==> src/hdl/csoc_pkg.sv <==
// ----------------------------------------------------------------------
// shared constants for the output channel control
// ----------------------------------------------------------------------
package csoc_pkg;

    // output and channel counts
    localparam int CSOC_NUM_CLK  = 10;
    localparam int CSOC_NUM_REF  = 8;
    localparam int CSOC_NUM_CHAN = 5;

    // field positions inside the synchronised configuration word
    localparam int CSOC_OFS_CLK_PD   = 0;
    localparam int CSOC_OFS_CLK_EN   = 10;
    localparam int CSOC_OFS_CLK_STY  = 20;
    localparam int CSOC_OFS_CLK_AMP  = 30;
    localparam int CSOC_OFS_REF_MODE = 50;
    localparam int CSOC_OFS_REF_PD   = 58;
    localparam int CSOC_OFS_REF_EN   = 66;
    localparam int CSOC_OFS_REF_STY  = 74;
    localparam int CSOC_OFS_REF_AMP  = 82;
    localparam int CSOC_OFS_REF_BIAS = 98;
    localparam int CSOC_OFS_CHAN_PD  = 106;
    localparam int CSOC_OFS_BIAS_TYP = 111;
    localparam int CSOC_CFG_W        = 112;

    // values after reset
    localparam logic [CSOC_CFG_W-1:0] CSOC_CFG_RST = 112'h0;
    localparam logic [1:0]            CSOC_AMP_RST = 2'h0;
    localparam logic [9:0]            CSOC_SWING_RST = 10'h0FA;

    // output swing per amplitude code, in mV
    localparam logic [9:0] CSOC_SWING_00 = 10'h0FA;
    localparam logic [9:0] CSOC_SWING_01 = 10'h1F4;
    localparam logic [9:0] CSOC_SWING_10 = 10'h2EE;
    localparam logic [9:0] CSOC_SWING_11 = 10'h3E8;

    // output state, gray coded along off, low, run
    typedef enum logic [1:0]
    {
        CSOC_ST_OFF  = 2'h0,
        CSOC_ST_LOW  = 2'h1,
        CSOC_ST_RUN  = 2'h3,
        CSOC_ST_BIAS = 2'h2
    } csoc_state_t;

    function automatic logic [9:0] csoc_swing_mv(input logic [1:0] amp);
        case (amp)
            2'h0:    csoc_swing_mv = CSOC_SWING_00;
            2'h1:    csoc_swing_mv = CSOC_SWING_01;
            2'h2:    csoc_swing_mv = CSOC_SWING_10;
            default: csoc_swing_mv = CSOC_SWING_11;
        endcase
    endfunction

    // channel that owns output index idx (A=0 .. E=4)
    function automatic logic [2:0] csoc_chan_of(input int idx);
        if (idx < 3)
            csoc_chan_of = 3'h0;
        else if (idx < 5)
            csoc_chan_of = 3'h1;
        else if (idx < 7)
            csoc_chan_of = 3'h2;
        else if (idx < 8)
            csoc_chan_of = 3'h3;
        else
            csoc_chan_of = 3'h4;
    endfunction

endpackage

==> src/hdl/csoc_out_slot.sv <==
`timescale 1ns/1ps
`default_nettype none

// ----------------------------------------------------------------------
// one differential output: state decode and glitch-free gating
// ----------------------------------------------------------------------
module csoc_out_slot (
    input  wire logic                 core_clk,
    input  wire logic                 rst_b,
    input  wire logic                 sysref_mode,
    input  wire logic                 pd,
    input  wire logic                 en,
    input  wire logic                 style,
    input  wire logic [1:0]           amp,
    input  wire logic                 bias_en,
    input  wire logic                 src,
    input  wire logic                 event_act,
    output var  csoc_pkg::csoc_state_t state,
    output logic                      data,
    output logic                      style_out,
    output logic [1:0]                amp_out,
    output logic [9:0]                swing_mv
);

    csoc_pkg::csoc_state_t next_state;

    // decode power-down, enable, mode, event and bias into a state
    always_comb
    begin
        if (pd)
            next_state = csoc_pkg::CSOC_ST_OFF;
        else if (!sysref_mode)
            next_state = en ? csoc_pkg::CSOC_ST_RUN : csoc_pkg::CSOC_ST_LOW;
        else if (event_act)
            next_state = en ? csoc_pkg::CSOC_ST_RUN : csoc_pkg::CSOC_ST_LOW;
        else if (bias_en)
            next_state = csoc_pkg::CSOC_ST_BIAS;
        else
            next_state = csoc_pkg::CSOC_ST_OFF;
    end

    // state only moves while the source is low, so no pulse is cut short
    always_ff @(posedge core_clk)
    begin
        if (!rst_b)
            state <= csoc_pkg::CSOC_ST_OFF;
        else if (!src)
            state <= next_state;
    end

    // style and swing follow the same safe point as the state
    always_ff @(posedge core_clk)
    begin
        if (!rst_b)
        begin
            style_out <= 1'b0;
            amp_out   <= csoc_pkg::CSOC_AMP_RST;
            swing_mv  <= csoc_pkg::CSOC_SWING_RST;
        end
        else if (!src)
        begin
            style_out <= style;
            amp_out   <= amp;
            swing_mv  <= csoc_pkg::csoc_swing_mv(amp);
        end
    end

    // output level: copy of the source while running, low otherwise
    always_ff @(posedge core_clk)
    begin
        if (!rst_b)
            data <= 1'b0;
        else
            data <= (state == csoc_pkg::CSOC_ST_RUN) && src;
    end

endmodule

`default_nettype wire

==> src/hdl/csoc_chan_ctrl.sv <==
`timescale 1ns/1ps
`default_nettype none

module csoc_chan_ctrl (
    input  wire logic        core_clk,
    input  wire logic        rst_b,
    // configuration pins, asynchronous to core_clk
    input  wire logic [9:0]  clock_output_powerdown,
    input  wire logic [9:0]  clock_output_en,
    input  wire logic [9:0]  clock_output_style_sel,
    input  wire logic [19:0] clock_output_amp,
    input  wire logic [7:0]  ref_output_mode_sel,
    input  wire logic [7:0]  ref_output_powerdown,
    input  wire logic [7:0]  ref_output_en,
    input  wire logic [7:0]  ref_output_style_sel,
    input  wire logic [15:0] ref_output_amp,
    input  wire logic [7:0]  line_bias_ctrl,
    input  wire logic [4:0]  chan_output_powerdown,
    input  wire logic        bias_type,
    // divider outputs and SYSREF sequencer, same clock domain
    input  wire logic [4:0]  chan_div,
    input  wire logic        sysref_div,
    input  wire logic        sysref_event,
    // outputs
    output logic [9:0]       clock_output,
    output logic [19:0]      clock_output_state,
    output logic [9:0]       clock_output_style,
    output logic [99:0]      clock_output_swing_mv,
    output logic [7:0]       reference_output,
    output logic [15:0]      reference_output_state,
    output logic [7:0]       reference_output_style,
    output logic [79:0]      reference_output_swing_mv,
    output logic [7:0]       ref_div_sel,
    output logic [7:0]       ref_delay_sel
);

    // ------------------------------------------------------------------
    // configuration synchroniser
    // ------------------------------------------------------------------

    logic [csoc_pkg::CSOC_CFG_W-1:0] cfg_raw;
    logic [csoc_pkg::CSOC_CFG_W-1:0] cfg_meta;
    logic [csoc_pkg::CSOC_CFG_W-1:0] cfg_sync;

    // pack pins in the order of the field offsets
    assign cfg_raw = {bias_type, chan_output_powerdown, line_bias_ctrl,
                      ref_output_amp, ref_output_style_sel, ref_output_en,
                      ref_output_powerdown, ref_output_mode_sel,
                      clock_output_amp, clock_output_style_sel,
                      clock_output_en, clock_output_powerdown};

    // two-stage sync
    // cfg_meta feeds cfg_sync only; each bit is synchronised alone, so a multi-bit pin change can reach logic split over cycles
    always_ff @(posedge core_clk)
    begin
        if (!rst_b)
        begin
            cfg_meta <= csoc_pkg::CSOC_CFG_RST;
            cfg_sync <= csoc_pkg::CSOC_CFG_RST;
        end
        else
        begin
            cfg_meta <= cfg_raw;
            cfg_sync <= cfg_meta;
        end
    end

    // ------------------------------------------------------------------
    // field views of the synchronised word
    // ------------------------------------------------------------------

    logic [7:0] mode_s;
    logic [4:0] chan_pd_s;
    logic       bias_type_s;

    assign mode_s      = cfg_sync[csoc_pkg::CSOC_OFS_REF_MODE +: 8];
    assign chan_pd_s   = cfg_sync[csoc_pkg::CSOC_OFS_CHAN_PD +: 5];
    assign bias_type_s = cfg_sync[csoc_pkg::CSOC_OFS_BIAS_TYP];

    csoc_pkg::csoc_state_t clk_st [csoc_pkg::CSOC_NUM_CLK];
    csoc_pkg::csoc_state_t ref_st [csoc_pkg::CSOC_NUM_REF];
    logic [9:0]            clk_pd;
    logic [9:0]            clk_src;
    logic [7:0]            ref_pd;
    logic [7:0]            ref_src;
    logic [7:0]            ref_bias;

    // ------------------------------------------------------------------
    // clock outputs A0 A1 A2 B0 B1 C0 C1 D E0 E1
    // ------------------------------------------------------------------

    // indices 0..7 in channels A-D, 8..9 in channel E
    // E0 and E1 are built here only; no reference slot owns channel E
    for (genvar i = 0; i < csoc_pkg::CSOC_NUM_CLK; i++)
    begin : g_clk
        localparam logic [2:0] CH = csoc_pkg::csoc_chan_of(i);

        // output power-down, with the channel power-down on top
        assign clk_pd[i]  = cfg_sync[csoc_pkg::CSOC_OFS_CLK_PD + i] | chan_pd_s[CH];
        // clock outputs always run from their channel divider
        assign clk_src[i] = chan_div[CH];

        csoc_out_slot u_slot (
            .core_clk    (core_clk),
            .rst_b       (rst_b),
            .sysref_mode (1'b0),
            .pd          (clk_pd[i]),
            .en          (cfg_sync[csoc_pkg::CSOC_OFS_CLK_EN + i]),
            .style       (cfg_sync[csoc_pkg::CSOC_OFS_CLK_STY + i]),
            .amp         (cfg_sync[csoc_pkg::CSOC_OFS_CLK_AMP + 2*i +: 2]),
            .bias_en     (1'b0),
            .src         (clk_src[i]),
            .event_act   (1'b0),
            .state       (clk_st[i]),
            .data        (clock_output[i]),
            .style_out   (clock_output_style[i]),
            .amp_out     (),
            .swing_mv    (clock_output_swing_mv[10*i +: 10])
        );

        assign clock_output_state[2*i +: 2] = clk_st[i];
    end

    // ------------------------------------------------------------------
    // reference outputs A0 A1 A2 B0 B1 C0 C1 D
    // ------------------------------------------------------------------

    for (genvar r = 0; r < csoc_pkg::CSOC_NUM_REF; r++)
    begin : g_ref
        localparam logic [2:0] CH = csoc_pkg::csoc_chan_of(r);

        // per output in clock mode, per channel in SYSREF mode
        assign ref_pd[r] = mode_s[r] ? chan_pd_s[CH]
                         : (cfg_sync[csoc_pkg::CSOC_OFS_REF_PD + r] | chan_pd_s[CH]);

        // global SYSREF divider in SYSREF mode, channel divider otherwise
        assign ref_src[r] = mode_s[r] ? sysref_div : chan_div[CH];

        // bias only with bias type 1 and LVDS style selected
        assign ref_bias[r] = cfg_sync[csoc_pkg::CSOC_OFS_REF_BIAS + r] & bias_type_s
                           & ~cfg_sync[csoc_pkg::CSOC_OFS_REF_STY + r];

        // mode, event and bias drive the state
        csoc_out_slot u_slot (
            .core_clk    (core_clk),
            .rst_b       (rst_b),
            .sysref_mode (mode_s[r]),
            .pd          (ref_pd[r]),
            .en          (cfg_sync[csoc_pkg::CSOC_OFS_REF_EN + r]),
            .style       (cfg_sync[csoc_pkg::CSOC_OFS_REF_STY + r]),
            .amp         (cfg_sync[csoc_pkg::CSOC_OFS_REF_AMP + 2*r +: 2]),
            .bias_en     (ref_bias[r]),
            .src         (ref_src[r]),
            .event_act   (sysref_event),
            .state       (ref_st[r]),
            .data        (reference_output[r]),
            .style_out   (reference_output_style[r]),
            .amp_out     (),
            .swing_mv    (reference_output_swing_mv[10*r +: 10])
        );

        assign reference_output_state[2*r +: 2] = ref_st[r];
    end

    // ------------------------------------------------------------------
    // divider and delay source selects for the analog path
    // ------------------------------------------------------------------

    // one cycle after the synchronised mode bit
    // in clock mode the per-reference delay is ignored (select low)
    always_ff @(posedge core_clk)
    begin
        if (!rst_b)
        begin
            ref_div_sel   <= 8'h00;
            ref_delay_sel <= 8'h00;
        end
        else
        begin
            ref_div_sel   <= mode_s;
            ref_delay_sel <= mode_s;
        end
    end

    for (genvar i = 0; i < csoc_pkg::CSOC_NUM_CLK; i++)
    begin : g_clk_chk

    end

    for (genvar r = 0; r < csoc_pkg::CSOC_NUM_REF; r++)
    begin : g_ref_chk

    end
endmodule

`default_nettype wire

==> config.mk <==
export PLATFORM = sky130hd
export DESIGN_NAME = csoc_chan_ctrl
export DESIGN_NICKNAME = d
export VERILOG_FILES = /design/src/hdl/csoc_pkg.sv /design/src/hdl/csoc_out_slot.sv /design/src/hdl/csoc_chan_ctrl.sv
export SDC_FILE = /design/constraint.sdc
export NUM_CORES = 1
export LEC_CHECK = 0
export BUFFER_PORTS_ARGS = -buffer_cell sky130_fd_sc_hd__buf_4
export CAP_MARGIN = 10
export CORE_MARGIN = 2
export CORE_UTILIZATION = 25
export DETAILED_ROUTE_END_ITERATION = 7
export GPL_TIMING_DRIVEN = 1
export MAX_ROUTING_LAYER = met4
export PLACE_DENSITY = 0.47
export SLEW_MARGIN = 30
export SYNTH_ARGS = -nofsm -noshare
export SYNTH_HDL_FRONTEND = slang
export SYNTH_SLANG_ARGS = --single-unit
==> constraint.sdc <==
create_clock -name core_clk -period 3.5 [get_ports core_clk]
set_input_delay 0.175 -clock core_clk [delete_from_list [all_inputs] [get_ports core_clk]]
set_output_delay 0.175 -clock core_clk [all_outputs]
set_load 0.005 [all_outputs]
Word level (Yosys, flattened, before mapping)

Index checks and enable logic that the tools add are counted.
Widths: inputs -> output; s select.

Register bits: 484
Bits in latches: 0
Memory bits (writable): 0
Memory bits (read-only): 0
Input bits: 121
Word-level logic and storage cells: 301
Memories: 0

$add $sub $neg: 0
Multiply operators: 0
Div/mod/pow operators: 0
Order comparisons: 0
Eq/ne operators: 54
Shift-type cells: 0
Multiplexer cells: 94
Bitwise logic cells: 42
Reduce and logical (&&, ||, !) cells: 36

Operators with widths:

| kind               | number |
|---|---|
| $pmux 10 s3        | 18 |
| $mux 2             | 60 |
| $eq 2x2->1 const B | 36 |
| $eq 2x1->1 const B | 18 |
| $logic_not 2->1    | 18 |
| $logic_and 1x1->1  | 18 |
| $or 1x1->1         | 18 |
| $and 1x1->1        | 16 |
| $mux 1             | 16 |
| $not 1->1          | 8 |

Depth between registers and ports, before layout

Depth in word-level cells: 6
Gate-level depth with buffers: 6
Depth with buffers taken out: 5

Hierarchy

A second synthesis with hierarchy kept.

Cells, all modules: 1611
Area total of the unflattened synthesis: 16625.9 um^2

By module, submodules not included:

| module         | instances | cells each | area each (um^2) |
|---|---|---|---|
| csoc_out_slot  | 18        | 59         | 550.5 |
| csoc_chan_ctrl | 1         | 549        | 6716.4 |

Least setup slack after synthesis

OpenSTA, ideal clock, no wires.

Path type: register -> register
Start point: reg cfg_sync[52] (netlist name)
End point: reg g_ref[2].u_slot.swing_mv[8]
Arrival: 1.167 ns
Path slack: 2.212 ns
Stages on the path, launching flop included: 4
Buffers on the path: 1
Path through: dfxtp_1 > mux2_2 > buf_6 > o311a_1

Word-level cells in the longest chain between the ends: 1

Ends and longest elaborated chain:

| item                   | line                  | RTL |
|---|---|---|
| from (decl)            | csoc_chan_ctrl.sv:43  | `logic [csoc_pkg::CSOC_CFG_W-1:0] cfg_sync;` |
| from (signal assigned) | csoc_chan_ctrl.sv:59  | `cfg_sync <= csoc_pkg::CSOC_CFG_RST;` |
| from (signal assigned) | csoc_chan_ctrl.sv:64  | `cfg_sync <= cfg_meta;` |
| $mux 1                 | csoc_chan_ctrl.sv:137 | `assign ref_src[r] = mode_s[r] ? sysref_div : chan_div[CH];` |
| to (signal assigned)   | csoc_out_slot.sv:58   | `swing_mv <= csoc_pkg::CSOC_SWING_RST;` |
| to (signal assigned)   | csoc_out_slot.sv:64   | `swing_mv <= csoc_pkg::csoc_swing_mv(amp);` |
| to (decl)              | csoc_out_slot.sv:22   | `output logic [9:0] swing_mv` |

Every way passes these cells.
A chain may end at the register's enable or synchronous reset.

Final worst setup path

Ends and elaborated chain as after synthesis.

==> results.json <==
{
  "finalSetupViolations": 0,
  "synth.avg_cell_area_um2": 10.64,
  "drive_above_1_share_pct": 22.65,
  "die_h_um": 252.5,
  "dr_total_vias": 10526,
  "rows": 91,
  "fill_cells": 6212,
  "wl_um": 38760,
  "cts_tree": "yes",
  "crit_path_end_kind": "register",
  "synthCells": 1452,
  "ir_worst_vdd_mv": 0.2800,
  "cts_buffers": 48,
  "grt_use_total_pct": 12.04,
  "worstSkewPairLatency_ns": 0.58,
  "cts.clk_slew.worst_paths_ns": 0.06,
  "avgRoutedWirePerCell_um": 14.63,
  "p_leak_nw": 9.094,
  "p_comb_share_pct": 8.0,
  "most-common-layout-cells": "412 x dfxtp_1, 319 x buf_4, 232 x and2_1",
  "power_density_nw_per_um2": 545.7,
  "io_pins": 389,
  "status": "finished clean",
  "p_int_mw": 8.777,
  "fin_tns_setup_ns": 0,
  "synth.cell_area_um2": 15440,
  "chipWidth_um": 252.5,
  "die_area_um2": 63770,
  "clock-root-buffer": "clkbuf_16",
  "drc": 0,
  "swShare_pct": 22.43,
  "rsz0062_at_grt": "no",
  "dp_hpwl_um": 27570,
  "synth_cell_types": 39,
  "worst-setup-path-type": "reg2reg",
  "pwr-share-seq_pct": 44.5,
  "overflow": 0,
  "drtPass1Iterations": 4,
  "clockPowerShare_pct": 47.5,
  "grt_pass1_wl_um": 58080,
  "area_growth_pct": 34.26,
  "cts_setup_buffers": 0,
  "clockBufferDepth": 3,
  "stdcell_count": 2649,
  "place_congestion": 0.7778,
  "h-tree-depth": 2,
  "via_per_inst": 3.974,
  "final_hold_viol_count": 0,
  "period_minus_slack_ns": 1.406,
  "finalPower_mw": 11.31,
  "initial_utilization_pct": 25.16,
  "synth_top_area_share_pct": 53.41,
  "ys_seq_elements": 412,
  "relSlewSlack_pct": 57.46,
  "synth.area.top_cells": "dfxtp_1 53%, and2_1 9.4%, ha_1 7.0%",
  "yosysWarningCount": 0,
  "cap_viol_max_count": 0,
  "hold_class": "in2reg",
  "drt_iter0_markers": 419,
  "worstMarginPinSlew_ns": 0.6381,
  "worstPathArrival_ns": 1.86,
  "required_ns": 3.95,
  "grt_pass1_vias": 10221,
  "yosys.area.top_type": "dfxtp_1",
  "fin_nets": 2019,
  "skew_ns": 0.02207,
  "cp_max_fo": 14,
  "ant_nets": 0,
  "grt_max_degree": 126,
  "p_switching_mw": 2.538,
  "cts.sinks": 412,
  "startpoint_type": "register",
  "antenna_found_initial": 9,
  "port_buffers": 316,
  "yosysSeqAreaShare_pct": 53.41,
  "placed_cells_incl_taps": 2439,
  "min_period_over_period_pct": 40.18,
  "layout_commonest_cell": "dfxtp_1",
  "max_freq_mhz": 711.1,
  "coreArea_um2": 61370,
  "slew_viol_final": 0
}
==> critical path: stages (launching register included) <==
cell	delay, ns
dfxtp_1	0.45
mux2_2	0.50
o311a_1	0.32
==> power by group through the flow <==
stage	sequential [mW]	clock, mW	combinational, mW
global placement	5.14	0	0.805
global route	5.06	5.76	1.01
floorplan	5.10	0	0.518
CTS	5.04	5.57	0.925
finish	5.04	5.37	0.910
detailed placement	5.14	0	0.812
==> cells in the mapped netlist <==
cell type and instances:
or2b_1 1, nand2b_1 38, mux2i_1 43, o211ai_1 8, o311ai_1 5, a22oi_1 8, nor4_1 8, and4_1 13
nor3_1 23, mux2i_2 1, buf_1 1, dfxtp_1 412, o311ai_0 8, nand2_1 63, and4bb_2 1, buf_2 15
o311ai_2 7, clkbuf_1 50, nor4b_1 10, ha_1 86, o22ai_1 1, o21ai_0 42, a21boi_0 6, mux2_4 7
nor4bb_1 7, mux2_2 1, o311a_1 30, nor2b_1 60, conb_1 2, nor3b_1 10, a21boi_1 4, inv_1 46
o21ai_1 2, buf_4 117, nor2_1 36, a21oi_1 21, buf_6 12, nand3_1 15, and2_1 232
==> final timing paths <==
path,startpoint,end,slack (ns),depth (start not counted)
max,cfg_sync[52],g_ref[2].u_slot.swing_mv[8],2.09,2
min,rst_b,g_ref[7].u_slot.swing_mv[4],0.007,2
max reg2reg,cfg_sync[52],g_ref[2].u_slot.swing_mv[8],2.09,2
min reg2reg,cfg_meta[41],cfg_sync[41],0.42,1
==> through the flow <==
stage / cell area [um2] / setup slack (ns) / util, % / hold WS (ns)
after floorplan: 15710 / 2.212 / - / 0.3023
after CTS: 20710 / 2.071 / 33.75 / 0.003595
after detailed placement: 17860 / 1.812 / 29.11 / 0.3859
after global placement: 17860 / 1.813 / 29.11 / 0.3825
after global routing: 20730 / 2.032 / 33.78 / 0.03258
final: 20730 / 2.094 / 33.78 / 0.006845
==> timing repair <==
| item | in CTS | in global routing |
|---|---|---|
| endpoints found under the hold margin | 115 | 0 |
| hold buffers | 113 | 0 |
| resized for setup | 0 | 0 |
==> cell type report <==
type	count	area [um2]	area share, %
clock buffer	70	1435	6.922
sequential	412	8248	39.78
antenna	9	22.52	0.1086
inverter	46	172.7	0.8328
multi-input combinational	869	6005	28.96
tap	790	988.4	4.767
clock inverter	18	281.5	1.358
timing repair buffer	435	3581	17.27
==> cells by family (layout without fill, tap and decap cells) <==
group	Yosys count	count (layout)	synth area share, %
flip-flops	412	412	53.41
AO/OA/AOI/OAI	142	142	6.830
AND/OR/NAND/NOR	517	517	19.71
multiplexers	52	52	3.630
other	2	81	0.04863
adder cells (fa/ha/maj)	86	86	6.968
buffers and inverters	241	569	9.407
==> per-layer routing <==
metal | up-vias | global-route usage (%) | share of wire (%) | wire, um
li1 | 5325 | - | - | -
met1 | 4895 | 14.77 | 44 | 17140
met2 | 238 | 19.14 | 47 | 18210
met3 | 68 | 3.141 | 6.0 | 2323
met4 | 0 | 4.125 | 2.8 | 1085
met5 | - | - | 0 | 0
==> state kept, by name (all words and copies together) (netlist names) <==
| name | cells |
|---|---|
| cfg_sync | 112 |
| cfg_meta | 112 |
| g_clk.u_slot.data | 10 |
| g_ref.u_slot.swing_mv | 48 |
| g_ref.u_slot.style_out | 8 |
| g_clk.u_slot.style_out | 10 |
| g_ref.u_slot.state | 16 |
| ref_delay_sel | 8 |
| g_clk.u_slot.swing_mv | 60 |
| g_ref.u_slot.data | 8 |
| g_clk.u_slot.state | 20 |
No activity file was read; power rests on OpenSTA's default activity.
